`src/rtl/scc_defs.svh`:
```
`ifndef SCC_DEFS_SVH
`define SCC_DEFS_SVH

`define SCC_PW_CHARS 12
`define SCC_PW_BITS 96
`define SCC_PW_LEN_W 4
`define SCC_CNT_W 32
`define SCC_POINT_W 16
`define SCC_SRE_USED 8'h38
`define SCC_SRE_CLEAR 8'h00
`define SCC_RQS_BIT 6
`define SCC_INIT_CYC 3'h4
`define SCC_CHR_A 8'h41
`define SCC_CHR_Z 8'h5a
`define SCC_CHR_0 8'h30
`define SCC_CHR_9 8'h39
`define SCC_RES_GOOD 32'h0000_0000
`define SCC_RES_FAIL 32'h0000_0001
`define SCC_GROUP_STEPS 8'h04

`endif

```
`src/rtl/scc_pkg.sv`:
```
`include "scc_defs.svh"

package scc_pkg;

	typedef enum logic [3:0] {
		SCC_OP_PSC_SET = 4'h0,
		SCC_OP_PSC_Q = 4'h1,
		SCC_OP_SRE_SET = 4'h2,
		SCC_OP_SRE_Q = 4'h3,
		SCC_OP_STB_Q = 4'h4,
		SCC_OP_CAL_EXEC = 4'h5,
		SCC_OP_COUNT_Q = 4'h6,
		SCC_OP_CAL_STORE = 4'h7,
		SCC_OP_PW_SET = 4'h8,
		SCC_OP_LOCK_SET = 4'h9,
		SCC_OP_LOCK_Q = 4'ha,
		SCC_OP_POINT_SEL = 4'hb
	} scc_op_t;

	typedef struct packed {
		scc_op_t op;
		logic [`SCC_POINT_W-1:0] arg;
		logic [`SCC_PW_LEN_W-1:0] pw_len;
		logic [`SCC_PW_BITS-1:0] pw;
	} scc_cmd_t;

	typedef struct packed {
		logic err;
		logic [`SCC_CNT_W-1:0] data;
	} scc_rsp_t;

	typedef struct packed {
		logic psc;
		logic locked;
		logic [7:0] sre;
		logic [`SCC_CNT_W-1:0] count;
		logic [`SCC_PW_LEN_W-1:0] pw_len;
		logic [`SCC_PW_BITS-1:0] pw;
	} scc_nv_t;

	typedef enum logic [2:0] {
		SCC_ST_INIT = 3'b001,
		SCC_ST_IDLE = 3'b010,
		SCC_ST_CAL = 3'b100
	} scc_state_t;

	typedef enum logic [2:0] {
		SCC_CS_IDLE = 3'b001,
		SCC_CS_REQ = 3'b010,
		SCC_CS_WAIT = 3'b100
	} scc_cal_state_t;

endpackage

```
`src/rtl/scc_cal_seq.sv`:
```
`timescale 1ns/1ps
`include "scc_defs.svh"

module scc_cal_seq #(
	parameter logic [7:0] GROUP_STEPS = `SCC_GROUP_STEPS
) (
	input wire logic sys_clk_i, // system clock
	input wire logic rst_b_i, // async reset, active low
	input wire logic ce_i, // clock enable
	input wire logic start_i, // start pulse
	input wire logic single_i, // one step only
	input wire logic step_done_i, // adjust engine finished a step
	input wire logic step_fail_i, // step failed, with done
	output logic step_req_o, // step request pulse
	output logic point_o, // one point performed, pulse
	output logic done_o, // sequence finished, pulse
	output logic fail_o // outcome of last sequence
);
	scc_pkg::scc_cal_state_t st_q, st_d;
	logic [7:0] left_q, left_d;
	logic step_req_d, point_d, done_d, fail_d;

	wire last_step = (left_q == 8'h01) || step_fail_i;

	always_comb begin
		st_d = st_q;
		left_d = left_q;
		step_req_d = 1'b0;
		point_d = 1'b0;
		done_d = 1'b0;
		fail_d = fail_o;
		unique case (st_q)
			scc_pkg::SCC_CS_IDLE: begin
				if (start_i) begin
					left_d = single_i ? 8'h01 : GROUP_STEPS;
					fail_d = 1'b0;
					step_req_d = 1'b1;
					st_d = scc_pkg::SCC_CS_REQ;
				end
			end
			scc_pkg::SCC_CS_REQ: begin
				st_d = scc_pkg::SCC_CS_WAIT;
			end
			scc_pkg::SCC_CS_WAIT: begin
				if (step_done_i) begin
					point_d = 1'b1;
					left_d = left_q - 8'h01;
					if (last_step) begin
						fail_d = step_fail_i;
						done_d = 1'b1;
						st_d = scc_pkg::SCC_CS_IDLE;
					end else begin
						step_req_d = 1'b1;
						st_d = scc_pkg::SCC_CS_REQ;
					end
				end
			end
		endcase
	end

	always_ff @(posedge sys_clk_i or negedge rst_b_i) begin
		if (!rst_b_i) begin
			st_q <= scc_pkg::SCC_CS_IDLE;
			left_q <= 8'h00;
			step_req_o <= 1'b0;
			point_o <= 1'b0;
			done_o <= 1'b0;
			fail_o <= 1'b0;
		end else if (ce_i) begin
			st_q <= st_d;
			left_q <= left_d;
			step_req_o <= step_req_d;
			point_o <= point_d;
			done_o <= done_d;
			fail_o <= fail_d;
		end
	end
endmodule

```
`src/rtl/scc_top.sv`:
```
// Overview of operation
// - At power-up both enable masks are cleared when the non-volatile power-on clear setting is set.
// - The power-on clear setting is 0 to keep the masks and 1 to clear them, and nothing else is accepted.
// - The power-on clear query answers 0 when clearing is off and 1 when it is on.
// - The service request enable mask is 8 bits, each write replaces all of it, and only bits 3 to 5 act.
// - The service request enable query returns the whole mask as a number.
// - The status byte query answers like a serial poll and never clears the request bit.
// - Calibrate-execute adjusts with the selected calibration point and runs only while unsecured.
// - Calibrate-execute with 1 runs one step and with 0 runs the whole group of the selected mode.
// - Calibrate-execute answers 0 on success and 1 on failure.
// - A non-volatile counter adds one per calibration point and is read by the count query.
// - The counter wraps to zero after its maximum instead of saturating.
// - The store command commits every calibration value changed since the last store.
// - A new password is accepted only after calibration was unsecured with the old password.
// - A password is 1 to 12 characters, each a capital letter or a digit.
// - No command reads the password back, and a factory default password can be restored.
// - Lock state off with the right password unsecures, on secures, the query gives 1 for secured, and it persists.
`timescale 1ns/1ps
`include "scc_defs.svh"

module scc_top #(
	parameter logic [7:0] GROUP_STEPS = `SCC_GROUP_STEPS,
	parameter logic [`SCC_PW_LEN_W-1:0] FACTORY_PW_LEN = 4'h6,
	parameter logic [`SCC_PW_BITS-1:0] FACTORY_PW = 96'h0000_0000_0000_3132_5a59_5851 // arbitrary value
) (
	input wire logic sys_clk_i, // 125 MHz system clock
	input wire logic rst_b_i, // async reset, active low
	input wire logic ce_i, // clock enable
	input wire logic cmd_valid_i, // command present
	input wire scc_pkg::scc_cmd_t cmd_i, // decoded command
	output logic cmd_ready_o, // command can be taken
	output logic rsp_valid_o, // reply pulse
	output scc_pkg::scc_rsp_t rsp_o, // reply value and refusal
	input wire logic [7:0] stb_summary_i, // status summary bits
	output logic srq_o, // service request level
	output logic [7:0] sre_o, // service request enable mask
	output logic ese_clear_o, // clear event enable mask, pulse
	input wire scc_pkg::scc_nv_t nv_i, // stored state at power-up
	output scc_pkg::scc_nv_t nv_o, // state to keep stored
	output logic nv_commit_o, // commit changed cal values, pulse
	input wire logic pw_factory_pin_i, // factory password jumper
	output logic [`SCC_POINT_W-1:0] cal_point_o, // selected mode and range
	output logic cal_step_req_o, // adjust one step, pulse
	input wire logic cal_step_done_i, // adjust step finished
	input wire logic cal_step_fail_i // adjust step failed
);
	scc_pkg::scc_state_t st_q, st_d;
	logic [2:0] init_q;
	logic fac_s1_q, fac_s2_q, fac_s3_q, fac_q;
	logic psc_q, locked_q, dirty_q;
	logic [7:0] sre_q;
	logic [`SCC_CNT_W-1:0] count_q;
	logic [`SCC_PW_LEN_W-1:0] pw_len_q;
	logic [`SCC_PW_BITS-1:0] pw_q;
	logic [`SCC_POINT_W-1:0] point_q;
	logic srq_q, ese_clr_q, commit_q, ready_q, rsp_v_q;
	scc_pkg::scc_rsp_t rsp_q;
	logic [`SCC_PW_CHARS-1:0] chr_good;
	logic [`SCC_PW_BITS-1:0] pw_m;
	logic seq_point, seq_done, seq_fail;

	function automatic logic chr_ok(input logic [7:0] c);
		chr_ok = ((c >= `SCC_CHR_A) && (c <= `SCC_CHR_Z)) || ((c >= `SCC_CHR_0) && (c <= `SCC_CHR_9));
	endfunction

	// unused character slots are zeroed so comparison ignores them
	genvar gi;
	generate
		for (gi = 0; gi < `SCC_PW_CHARS; gi++) begin : g_chr
			wire in_len = (gi < cmd_i.pw_len);
			assign chr_good[gi] = !in_len || chr_ok(cmd_i.pw[gi*8 +: 8]);
			assign pw_m[gi*8 +: 8] = in_len ? cmd_i.pw[gi*8 +: 8] : 8'h00;
		end
	endgenerate

	wire pw_len_ok = (cmd_i.pw_len != 4'h0) && (cmd_i.pw_len <= 4'(`SCC_PW_CHARS));
	wire pw_form_ok = pw_len_ok && (&chr_good);
	wire pw_match = pw_form_ok && (cmd_i.pw_len == pw_len_q) && (pw_m == pw_q);

	wire take = ce_i && cmd_valid_i && ready_q && (st_q == scc_pkg::SCC_ST_IDLE);
	wire is_psc_set = take && (cmd_i.op == scc_pkg::SCC_OP_PSC_SET);
	wire is_sre_set = take && (cmd_i.op == scc_pkg::SCC_OP_SRE_SET);
	wire is_cal = take && (cmd_i.op == scc_pkg::SCC_OP_CAL_EXEC);
	wire is_store = take && (cmd_i.op == scc_pkg::SCC_OP_CAL_STORE);
	wire is_pw_set = take && (cmd_i.op == scc_pkg::SCC_OP_PW_SET);
	wire is_lock = take && (cmd_i.op == scc_pkg::SCC_OP_LOCK_SET);
	wire is_point = take && (cmd_i.op == scc_pkg::SCC_OP_POINT_SEL);

	wire arg_bool_ok = (cmd_i.arg[`SCC_POINT_W-1:1] == '0);
	wire cal_start = is_cal && !locked_q && arg_bool_ok;
	wire pw_accept = is_pw_set && !locked_q && pw_form_ok;
	wire unlock_ok = is_lock && arg_bool_ok && !cmd_i.arg[0] && pw_match;
	wire lock_on = is_lock && arg_bool_ok && cmd_i.arg[0];
	wire init_fire = (st_q == scc_pkg::SCC_ST_INIT) && (init_q == 3'h0);

	// request summary bit follows bits 3..5 of status and mask only
	wire rqs = |(stb_summary_i & sre_q & `SCC_SRE_USED);
	wire [7:0] stb_val = {stb_summary_i[7], rqs, stb_summary_i[`SCC_RQS_BIT-1:0]};
	wire fac_stable = (fac_s2_q == fac_s3_q);

	always_comb begin
		st_d = st_q;
		unique case (st_q)
			scc_pkg::SCC_ST_INIT: begin
				if (init_q == 3'h0) begin
					st_d = scc_pkg::SCC_ST_IDLE;
				end
			end
			scc_pkg::SCC_ST_IDLE: begin
				if (cal_start) begin
					st_d = scc_pkg::SCC_ST_CAL;
				end
			end
			scc_pkg::SCC_ST_CAL: begin
				if (seq_done) begin
					st_d = scc_pkg::SCC_ST_IDLE;
				end
			end
		endcase
	end

	// reply to each taken command
	scc_pkg::scc_rsp_t rsp_d;
	logic rsp_v_d;
	always_comb begin
		rsp_d = '0;
		rsp_v_d = take && !cal_start;
		if (st_q == scc_pkg::SCC_ST_CAL) begin
			rsp_v_d = seq_done;
			rsp_d.data = seq_fail ? `SCC_RES_FAIL : `SCC_RES_GOOD;
		end else begin
			unique case (cmd_i.op)
				scc_pkg::SCC_OP_PSC_SET: rsp_d.err = !arg_bool_ok;
				scc_pkg::SCC_OP_PSC_Q: rsp_d.data = 32'(psc_q);
				scc_pkg::SCC_OP_SRE_SET: rsp_d.err = (cmd_i.arg[`SCC_POINT_W-1:8] != '0);
				scc_pkg::SCC_OP_SRE_Q: rsp_d.data = 32'(sre_q);
				scc_pkg::SCC_OP_STB_Q: rsp_d.data = 32'(stb_val);
				scc_pkg::SCC_OP_CAL_EXEC: rsp_d.err = 1'b1;
				scc_pkg::SCC_OP_COUNT_Q: rsp_d.data = count_q;
				scc_pkg::SCC_OP_CAL_STORE: rsp_d.err = 1'b0;
				scc_pkg::SCC_OP_PW_SET: rsp_d.err = !pw_accept;
				scc_pkg::SCC_OP_LOCK_SET: rsp_d.err = !(unlock_ok || lock_on);
				scc_pkg::SCC_OP_LOCK_Q: rsp_d.data = 32'(locked_q);
				scc_pkg::SCC_OP_POINT_SEL: rsp_d.err = 1'b0;
				default: rsp_d.err = 1'b1;
			endcase
		end
	end

	always_ff @(posedge sys_clk_i or negedge rst_b_i) begin
		if (!rst_b_i) begin
			fac_s1_q <= 1'b0;
			fac_s2_q <= 1'b0;
			fac_s3_q <= 1'b0;
			fac_q <= 1'b0;
		end else if (ce_i) begin
			fac_s1_q <= pw_factory_pin_i;
			fac_s2_q <= fac_s1_q;
			fac_s3_q <= fac_s2_q;
			if (fac_stable) begin
				fac_q <= fac_s3_q;
			end
		end
	end

	always_ff @(posedge sys_clk_i or negedge rst_b_i) begin
		if (!rst_b_i) begin
			st_q <= scc_pkg::SCC_ST_INIT;
			init_q <= `SCC_INIT_CYC;
			ready_q <= 1'b0;
			rsp_v_q <= 1'b0;
			rsp_q <= '0;
			srq_q <= 1'b0;
		end else if (ce_i) begin
			st_q <= st_d;
			if (init_q != 3'h0) begin
				init_q <= init_q - 3'h1;
			end
			ready_q <= (st_d == scc_pkg::SCC_ST_IDLE);
			rsp_v_q <= rsp_v_d;
			rsp_q <= rsp_d;
			srq_q <= rqs;
		end
	end

	// stored settings, loaded once after power-up
	always_ff @(posedge sys_clk_i or negedge rst_b_i) begin
		if (!rst_b_i) begin
			psc_q <= 1'b0;
			sre_q <= `SCC_SRE_CLEAR;
			ese_clr_q <= 1'b0;
			locked_q <= 1'b1;
			pw_len_q <= '0;
			pw_q <= '0;
		end else if (ce_i) begin
			ese_clr_q <= init_fire && nv_i.psc;
			if (init_fire) begin
				psc_q <= nv_i.psc;
				sre_q <= nv_i.psc ? `SCC_SRE_CLEAR : nv_i.sre;
				locked_q <= nv_i.locked;
				pw_len_q <= fac_q ? FACTORY_PW_LEN : nv_i.pw_len;
				pw_q <= fac_q ? FACTORY_PW : nv_i.pw;
			end
			if (is_psc_set && arg_bool_ok) begin
				psc_q <= cmd_i.arg[0];
			end
			if (is_sre_set && (cmd_i.arg[`SCC_POINT_W-1:8] == '0)) begin
				sre_q <= cmd_i.arg[7:0];
			end
			if (lock_on) begin
				locked_q <= 1'b1;
			end else if (unlock_ok) begin
				locked_q <= 1'b0;
			end
			if (pw_accept) begin
				pw_len_q <= cmd_i.pw_len;
				pw_q <= pw_m;
			end
		end
	end

	// point counter, point selection and change tracking
	always_ff @(posedge sys_clk_i or negedge rst_b_i) begin
		if (!rst_b_i) begin
			count_q <= '0;
			point_q <= '0;
			dirty_q <= 1'b0;
			commit_q <= 1'b0;
		end else if (ce_i) begin
			if (init_fire) begin
				count_q <= nv_i.count;
			end else if (seq_point) begin
				count_q <= count_q + 32'h0000_0001;
			end
			if (is_point) begin
				point_q <= cmd_i.arg;
			end
			commit_q <= is_store && dirty_q;
			// step fail is only valid with done; the sequencer holds the outcome beside its point pulse
			dirty_q <= (seq_point && !seq_fail) || (dirty_q && !is_store);
		end
	end

	scc_cal_seq #(
		.GROUP_STEPS(GROUP_STEPS)
	) u_seq (
		.sys_clk_i(sys_clk_i),
		.rst_b_i(rst_b_i),
		.ce_i(ce_i),
		.start_i(cal_start),
		.single_i(cmd_i.arg[0]),
		.step_done_i(cal_step_done_i),
		.step_fail_i(cal_step_fail_i),
		.step_req_o(cal_step_req_o),
		.point_o(seq_point),
		.done_o(seq_done),
		.fail_o(seq_fail)
	);

	assign cmd_ready_o = ready_q;
	assign rsp_valid_o = rsp_v_q;
	assign rsp_o = rsp_q;
	assign srq_o = srq_q;
	assign sre_o = sre_q;
	assign ese_clear_o = ese_clr_q;
	assign nv_commit_o = commit_q;
	assign cal_point_o = point_q;
	assign nv_o = '{psc: psc_q, locked: locked_q, sre: sre_q, count: count_q, pw_len: pw_len_q, pw: pw_q};
endmodule

```
`config.mk`:
```
export PLATFORM = sky130hd
export DESIGN_NAME = scc_top
export DESIGN_NICKNAME = d
export VERILOG_FILES = /design/src/rtl/scc_pkg.sv /design/src/rtl/scc_cal_seq.sv /design/src/rtl/scc_top.sv
export VERILOG_INCLUDE_DIRS = /design/src /design/src/rtl
export SDC_FILE = /design/constraint.sdc
export NUM_CORES = 1
export LEC_CHECK = 0
export ABC_AREA = 1
export ABC_CLOCK_PERIOD_IN_PS = 4300
export BUFFER_PORTS_ARGS = -buffer_cell sky130_fd_sc_hd__buf_2
export CORE_AREA = 2 2 188 190
export DETAILED_ROUTE_END_ITERATION = 7
export DIE_AREA = 0 0 190 192
export HOLD_SLACK_MARGIN = 0.05
export PLACE_DENSITY = 0.75
export SYNTH_ARGS = -nofsm -noshare
export SYNTH_HDL_FRONTEND = slang
export SYNTH_SLANG_ARGS = --single-unit
```
`constraint.sdc`:
```
create_clock -name sys_clk_i -period 4.3 [get_ports sys_clk_i]
set_input_delay 0.86 -clock sys_clk_i [delete_from_list [all_inputs] [get_ports sys_clk_i]]
set_output_delay 0.86 -clock sys_clk_i [all_outputs]
set_load 0.05 [all_outputs]
```
==> results of run 1 <==
-- layout make-up --
type | instances | area (µm²)
Fill cell | 3362 | 16300
Multi-Input combinational cell | 1611 | 7460
Sequential cell | 222 | 5560
Timing Repair Buffer | 503 | 2640
Inverter | 203 | 763
Clock buffer | 36 | 749
Tap cell | 455 | 569
Clock inverter | 13 | 201
Antenna cell | 7 | 17.5
-- through the flow --
stage,total power [mW],setup slack [ps]
final,11.4,992
after global routing,12.0,719
after global placement,8.83,413
after CTS,11.5,988
after detailed placement,8.94,400
after floorplan,7.38,1590
-- report_power, final --
group	switching, mW	leakage (nW)	internal [mW]
logic	4.05	6.56	1.38
clock network	0.967	0.458	1.52
registers	0.724	2.87	2.78
-- cells by family after synthesis --
| family | count (synthesis) | share of synthesized area [%] |
|---|---|---|
| fa+ha+maj | 5 | 0.440 |
| compound gates | 374 | 14.1 |
| buf+inv | 304 | 8.60 |
| simple gates | 1189 | 35.0 |
| flops | 222 | 39.1 |
| xor+xnor | 37 | 2.28 |
| mux | 6 | 0.475 |
-- synthesized netlist by cell type (3+ instances only) --
library cell / count
mux2_2: 6
o221ai_1: 3
buf_4: 12
a31oi_1: 5
a221oi_1: 5
nand4_1: 23
buf_1: 6
clkinv_1: 4
xnor2_1: 3
a21oi_1: 55
inv_2: 8
dfstp_2: 4
nor4_1: 7
nor2_1: 167
nand2_1: 733
o21ai_0: 255
nor3_1: 25
nand3b_1: 36
ha_1: 5
nand3_1: 187
o211ai_1: 3
xor2_1: 34
buf_2: 24
inv_1: 191
o22ai_1: 30
dfrtp_1: 218
clkbuf_1: 58
o21bai_1: 3
or2_2: 4
-- metal layers --
layer / track usage, % / routed length, µm
met3: 5.43 / 4560
met4: 10.8 / 2180
met5: 0 / 75
met1: 35.6 / 21400
met2: 50.9 / 26800
-- critical path, stage by stage --
cell and delay (ps):
buf_2 130, nor2_2 340, nand2_1 420, nand2_1 220, a21oi_1 80, a21oi_1 210, nand2_1 130, nor2_1 100
nand2_1 110, inv_2 90, nand2_4 60, a21oi_4 200, clkinv_2 80, buf_4 380, nand2_1 130, o21ai_0 90
-- state kept, by name, indices dropped and copies added, names as in the netlist, 3 cells and up --
register	cells
st_q	3
rsp_o	33
sre_o	8
u_seq.st_q	3
init_q	3
cal_point_o	16
count_q	32
pw_q	96
u_seq.left_q	8
pw_len_q	4
-- final timing paths --
| path | startpoint | depth (start not counted) | slack [ps] | end |
|---|---|---|---|---|
| min reg2reg | fac_s2_q | 2 | 470 | fac_s2_q |
| max | cmd_i[98] | 16 | 990 | pw_q[31] |
| min in group sys_clk_i | fac_s2_q | 2 | 470 | fac_s2_q |
| min | rst_b_i | 1 | 380 | cal_point_o[11] |
| max reg2reg | init_q[0] | 13 | 1310 | count_q[3] |
| max in group asynchronous | rst_b_i | 2 | 3040 | count_q[27] |
==> flow_summary.toml, run 1 <==
[run_status]
status = "finished, final reports clean"

[cts]
cts_resized = 0
clkTransAtPathRegs_ps = 60
htreeDepth = 1
clock_path_buffers = 3
root_buffer = "clkbuf_16"
numCtsBuffers = 27
insertion_delay_ps = 540
cts_tree = "yes"
post_cts_buffers = 0
cts.sinks = 222
cts_hold_repair.buffers = 0

[min_path]
hp-class = "input port to async pin"

[routing]
wl_per_cell_um = 18.1
wirelength_mm = 55.1
dr.pass1.iters = 5
vias = 16200
drcViolationCount = 0
drt_first_iter_violations = 1091
viasPerCell = 5.32
ant_nets = 0

[global_routing]
grt_max_degree = 150
first_global_vias = 15300
antenna_found_initial = 10
track_usage_pct = 29.1
grt_overflow = 0
grt_pass1_wl_mm = 83.6

[yosys]
synth_cells = 2137
synthesis.area_mm2 = 0.0142
async_flop_share_pct = 100
avgSynthCellArea_um2 = 6.66
synthFlopType = "dfrtp_1"
seq_area_frac_synth_pct = 39.1
synth.distinct_cells = 46
yosysWarnings = 0
synth_area_leaders = "dfrtp_1 (38%), nand2_1 (19%), o21ai_0 (9.0%), nand3_1 (6.6%), inv_1 (5.0%)"
ys_ff_latch = 222
synth_top_cell_by_area = "dfrtp_1"
synth-edff-count = 0
synth_top_area_share_pct = 38.3
syn_nets = 2419

[layout]
fin_util_pct = 52.4
fin_area_mm2 = 0.0180
drive_above_1_share_pct = 22.3
syn2layout_area_growth_pct = 26.3
final_nets = 2850
final_cell_mix = "nand2_1 (733), buf_2 (479), o21ai_0 (255)"
final_cells = 3050
final_common_cell = "nand2_1"

[placement]
postPlaceCellArea_mm2 = 0.0170
place_inst = 2994
hpwlAfterDp_mm = 40.5
gp_congestion = 0.932
io_buffers = 480

[floorplan]
core-area_mm2 = 0.0343
ios = 482
row_count = 68
die_w_um = 190
fp.dieH_um = 192
die-area_mm2 = 0.0365
start_util_pct = 41.5

[timing]
fin_crit_sh_pct = 76.9
tightest_slew_ps = 1000
finalSetupViolations = 0
final-max-slew-violation-count = 0
hold_viol_final = 0
relSlewSlack_pct = 33.2
clock.fmax_ghz = 0.302
rsz0062_at_grt = "false"
holdWs_ps = 379
period_minus_slack_ps = 3310
tns_ps = 0
skew_ps = 11.3

[worst_setup_path]
worst_setup_path_end_kind = "flip-flop"
arrival_ps = 3690
criticalPathCategory = "input port to flip-flop"
crit_path_max_fanout = 75
startpoint_type = "input port"
cp_data_required_time_ps = 4680

[pwr]
power.leakage_nw = 9.89
power_density_mw_per_mm2 = 636
ir_drop_v = 0.000510

[run]
drv_cap = 0
Power figures use the tool's default switching activity.
==> run 2: changes to the inputs <==
Settings changed: ABC_AREA 1 to 0, ABC_CLOCK_PERIOD_IN_PS 4300 to 2790, CORE_AREA 2 2 188 190 to 2 2 189 191, DIE_AREA 0 0 190 192 to 0 0 191 193, PLACE_DENSITY 0.75 to 0.77.
Clock period 4.3 ns to 2.79 ns, I/O delays scaled along.
==> flow_summary.toml, run 2 <==
[timing]
holdWs_ps = 193
skew_ps = 34.3
final-max-slew-violation-count = 0
fin_crit_sh_pct = 98.6
finalSetupViolations = 0
tightest_slew_ps = 902
period_minus_slack_ps = 2750
relSlewSlack_pct = 39.9
clock.fmax_ghz = 0.364
finalWorstSetupSlack_ps = 39.3
hold_viol_final = 0

[yosys]
seq_area_frac_synth_pct = 38.7
synth_area_leaders = "dfrtp_1 (38%), nand2_1 (6.0%), a21oi_1 (4.0%), o21ai_0 (4.0%), a32oi_1 (3.2%)"
async_flop_share_pct = 100
synth_cells = 1695
synthFlopType = "dfrtp_1"
syn_nets = 1977
synth.distinct_cells = 84
ys_ff_latch = 222
synth_top_area_share_pct = 37.9
avgSynthCellArea_um2 = 8.48
synth_top_cell_by_area = "dfrtp_1"
synth-edff-count = 0
yosysWarnings = 0
ys_top_cells_by_count = "nand2_1 (231), dfrtp_1 (218), a21oi_1 (115), o21ai_0 (115), nor2_1 (113)"
synth.most_common_cell = "nand2_1"
synthesis.area_mm2 = 0.0144

[pwr]
power_density_mw_per_mm2 = 471
ir_drop_v = 0.000433
switching_share_pct = 33.9
seqPwrFrac_pct = 37.0
intPower_mw = 6.52
combPwrFrac_pct = 26.1
power.total_mw = 9.86
netSwitchingPower_mw = 3.34
clkPwrFrac_pct = 36.9
power.leakage_nw = 10.2

[global_routing]
grt_max_degree = 74
first_global_vias = 16200
grt_overflow = 0
track_usage_pct = 33.8
antenna_found_initial = 7
grt_pass1_wl_mm = 96.0

[cts]
numCtsBuffers = 27
clkTransAtPathRegs_ps = 60
cts_tree = "yes"
clock_path_buffers = 3
insertion_delay_ps = 600
htreeDepth = 1
cts.sinks = 222
root_buffer = "clkbuf_16"

[placement]
postPlaceCellArea_mm2 = 0.0196
hpwlAfterDp_mm = 51.7
pre_cts_slack_ps = -659
io_buffers = 480
gp_congestion = 1.05

[layout]
fillCellCount = 3106
multi_input_area_mm2 = 0.00828
fin_util_pct = 59.9
final_cell_mix = "buf_2 (475), buf_4 (326), nand2_1 (229)"
fin_area_mm2 = 0.0209
syn2layout_area_growth_pct = 45.6
regMostFlops = "pw_q"
final_nets = 2717
final-seq-area_mm2 = 0.00556
final_common_cell = "buf_2"
drive_above_1_share_pct = 39.4
largest_reg_flops = 96

[routing]
wirelength_mm = 65.9
drcViolationCount = 0
dr.pass1.iters = 6
viasPerCell = 5.91
ant_nets = 0
drt_first_iter_violations = 1695
vias = 17300
wl_per_cell_um = 22.5

[run_status]
status = "finished, final reports clean"

[floorplan]
core-area_mm2 = 0.0350
ios = 482
die-area_mm2 = 0.0369
fp.dieH_um = 193
row_count = 69
die_w_um = 191
start_util_pct = 41.1

[worst_setup_path]
cp_data_required_time_ps = 3240
crit_path_max_fanout = 7
worst_setup_path_end_kind = "flip-flop"
startpoint_type = "input port"
criticalPathCategory = "input port to flip-flop"
arrival_ps = 3200

[run]
drv_cap = 0

[min_path]
hp-class = "input port to flip-flop"
[run 2: cell count changes after synthesis, sizes merged, moves of 29 or more]
cell	previous run	this run
nor2	169	113
nand3b	36	5
nand2b	0	33
nand3	187	42
nand2	735	234
a32oi	0	53
nor2b	0	29
o21ai	257	154
a21oi	56	115
a22o	1	31
inv	199	53
[run 2: what timing repair did]
item | CTS | global route
pin swaps | 2 | 9
hold buffers | 1 | 0
setup endpoints to repair | 22 | 92
hold endpoints to repair | 68 | 0
gates resized for setup | 3 | 39
buffers inserted | 2 | 9
gates cloned | 0 | 4
[run 2: final timing paths]
check / from / endpoint / slack (ps) / cells after the start
hold / removal: nv_i[47] / pw_q[47] / 190 / 3
min in group asynchronous: rst_b_i / pw_q[60] / 570 / 2
setup / recovery: cmd_i[98] / pw_q[35] / 40 / 13
max in group asynchronous: rst_b_i / rsp_o[13] / 1410 / 3
hold reg to reg: dirty_q / nv_commit_o / 490 / 1
setup reg to reg: pw_q[14] / rsp_o[32] / 60 / 7
[run 2: power by group through the flow]
stage / Clock (mW) / Sequential [mW] / Combinational [mW]
after floorplan: 0 / 3.82 / 1.12
after global placement: 0 / 3.69 / 2.45
after detailed placement: 0 / 3.70 / 2.50
after CTS: 3.67 / 3.64 / 2.51
after global routing: 3.81 / 3.68 / 2.76
final: 3.64 / 3.65 / 2.57
[run 2: area by class of cell]
cell class / count / area share, %
multi-input cells: 1300 / 39.5
flip-flops and latches: 222 / 26.6
repair buffers: 831 / 25.8
clock buffers: 36 / 3.44
well taps: 461 / 2.76
inverters: 53 / 0.950
clock inverters: 14 / 0.825
diodes: 8 / 0.0956
[run 2: through the flow]
step / setup TNS [ps] / instances
3_3_place_gp: -59950 / 2851
6_report: 0 / 2925
4_1_cts: 0 / 2904
5_1_grt: -31.6 / 2924
2_1_floorplan: -481 / 1695
3_5_place_dp: -59620 / 2851
[run 2: cell families after synthesis]
family / Yosys count / synth area share [%]
simple gates: 636 / 22.4
compound gates: 575 / 27.2
flops: 222 / 38.7
buf+inv: 173 / 5.74
xor+xnor: 55 / 3.35
mux: 29 / 2.18
fa+ha+maj: 5 / 0.435
[run 2: worst max-delay path: stages]
cell and delay [ps]:
buf_4 180, buf_4 180, buf_4 130, or2_4 270, o21ai_2 80, nand2_1 120
a2111o_1 410, nor4_4 190, buf_4 200, a41oi_4 210, buf_12 210, clkbuf_16 150
o31a_1 300
[run 2: per-layer routing]
metal  track usage, %  vias to the layer above  part of all wire (%)
li1                 -                     7806                     -
met1             46.7                     8299                    42
met2             52.4                      999                    44
met3             5.94                      196                   9.4
met4             14.1                        0                   4.6
met5                0                        -                     0
==> run 3: changes to the inputs <==
Settings changed: ABC_AREA 0 to 1, ABC_CLOCK_PERIOD_IN_PS 2790 to 2900, CORE_AREA 2 2 189 191 to 2 2 188 190, DIE_AREA 0 0 191 193 to 0 0 190 192, GPL_TIMING_DRIVEN set to 0, PLACE_DENSITY 0.77 to 0.75.
Clock period 2.79 ns to 2.9 ns, I/O delays scaled along.
==> flow_summary.toml, run 3 (same netlist as run 1, synthesis figures left out) <==
[run_status]
status = "finished, final reports clean"

[worst_setup_path]
criticalPathCategory = "input port to flip-flop"
startpoint_type = "input port"
cpMostUsedCell = "nand2_1"
worst_setup_path_end_kind = "flip-flop"
max_stage_delay_ps = 480
slowest_stage = "clkbuf_1"
crit_path_max_fanout = 10
arrival_ps = 3250
crit_chain = "buf_2, nand2_2, nand2_2, nand2_1, nor2_2, nand2_1, nand2_1, nor2_1, nand2_1, nor2_1, nand2_1, inv_2, nand2_2, buf_6, clkbuf_1, o21ai_0, o21ai_0, nand2_1, nand2_1"
cp_data_required_time_ps = 3390

[layout]
final_nets = 2933
syn2layout_area_growth_pct = 29.2
drive_above_1_share_pct = 23.3
regMostFlops = "pw_q"
largest_reg_flops = 96
final_cell_mix = "nand2_1 (728), buf_2 (490), o21ai_0 (255)"
fin_area_mm2 = 0.0184
final_common_cell = "nand2_1"

[timing]
final-max-slew-violation-count = 0
rsz0062_at_grt = "false"
hold_viol_final = 0
clock.fmax_ghz = 0.362
finalSetupViolations = 0
skew_ps = 14.4
fin_crit_sh_pct = 95.3
relSlewSlack_pct = 42.1
tightest_slew_ps = 868
finalWorstSetupSlack_ps = 137
period_minus_slack_ps = 2760

[global_routing]
grt_max_degree = 108
track_usage_pct = 32.6
grt_overflow = 0
antenna_found_initial = 8
first_global_vias = 16300
grt_pass1_wl_mm = 92.0

[pwr]
power.leakage_nw = 10.1
power_density_mw_per_mm2 = 929
ir_drop_v = 0.000839

[placement]
io_buffers = 479
hpwlAfterDp_mm = 47.7
pre_cts_slack_ps = -836
gp_congestion = 0.953
postPlaceCellArea_mm2 = 0.0173

[floorplan]
die-area_mm2 = 0.0365
core-area_mm2 = 0.0343
start_util_pct = 41.5
fp.dieH_um = 192
die_w_um = 190
ios = 482
row_count = 68

[routing]
wl_per_cell_um = 19.8
vias = 17100
ant_nets = 0
drt_first_iter_violations = 1232
viasPerCell = 5.45
wirelength_mm = 61.9
dr.pass1.iters = 6
drcViolationCount = 0

[cts]
cts.sinks = 222
clkTransAtPathRegs_ps = 60
cts_tree = "yes"
root_buffer = "clkbuf_16"
clock_path_buffers = 3
htreeDepth = 1
insertion_delay_ps = 550
numCtsBuffers = 27

[run]
drv_cap = 0

[min_path]
hp-class = "input port to flip-flop"
==> run 3: changes by cell type in the layout (fill, tap and decap cells not counted), sizes merged, moves of 22 or more <==
cell    change
a21oi      -59
a22o       -30
a32oi      -53
buf       -304
clkbuf     +59
inv       +145
nand2     +501
nand2b     -33
nand3     +145
nand3b     +31
nor2       +56
nor2b      -29
o21ai     +103
xnor2      -22
==> run 3: stage by stage <==
stage / hold WS (ps) / power (mW) / cells / utilization (%) / setup TNS (ps)
floorplan: 284 / 10.9 / 2137 / - / 0
global placement: 456 / 13.2 / 3071 / 50.1 / -732620
detailed placement: 398 / 13.4 / 3073 / 50.3 / -89660
CTS: 259 / 17.1 / 3125 / 53.2 / 0
global route: 278 / 17.9 / 3130 / 53.6 / 0
finish: 279 / 17.1 / 3133 / 53.6 / 0
==> run 3: area by class of cell <==
| cell class | instances | area (µm²) |
|---|---|---|
| buffer | 99 | 498 |
| antenna | 7 | 17.5 |
| tap | 455 | 569 |
| timing repair buffer | 487 | 2520 |
| sequential | 222 | 5560 |
| multi-input combinational | 1611 | 7530 |
| clock buffer | 36 | 769 |
| clock inverter | 13 | 153 |
| inverter | 203 | 764 |
| fill | 3448 | 15900 |
==> run 3: path summary, 6_finish.rpt <==
check	from	to	slack (ps)	cells after the start
worst max-delay path	cmd_i[97]	pw_q[33]	140	19
worst min-delay path	cmd_i[109]	cal_point_o[9]	280	2
worst max register to register	init_q[0]	count_q[14]	200	11
worst min register to register	fac_s1_q	fac_s1_q	480	2
max in group asynchronous	rst_b_i	pw_q[61]	1100	4
min in group asynchronous	rst_b_i	cal_point_o[6]	430	2
==> run 3: repair_timing <==
item,4_1_cts,5_1_grt
setup buffers,3,2
endpoints found under the setup margin,125,125
hold buffers,1,0
endpoints found under the hold margin,12,0
pin swaps,1,2
resized for setup,12,44
==> run 3: metal layers <==
| layer | track usage, % | up-vias | wire, µm |
|---|---|---|---|
| li1 | - | 8008 | - |
| met2 | 56.6 | 921 | 29600 |
| met5 | 0 | - | 51 |
| met3 | 6.43 | 173 | 5730 |
| met1 | 38.6 | 7970 | 23300 |
| met4 | 15.9 | 8 | 3220 |
==> run 3: critical path, delay by kind of cell <==
family | cells | cell delay [ps]
buf+inv | 4 | 940
compound gates | 2 | 310
simple gates | 13 | 1390
==> run 3: power by group <==
group          switching (mW)  internal [mW]
Sequential               1.13           4.12
Combinational            6.09           2.15
Clock                    1.47           2.13
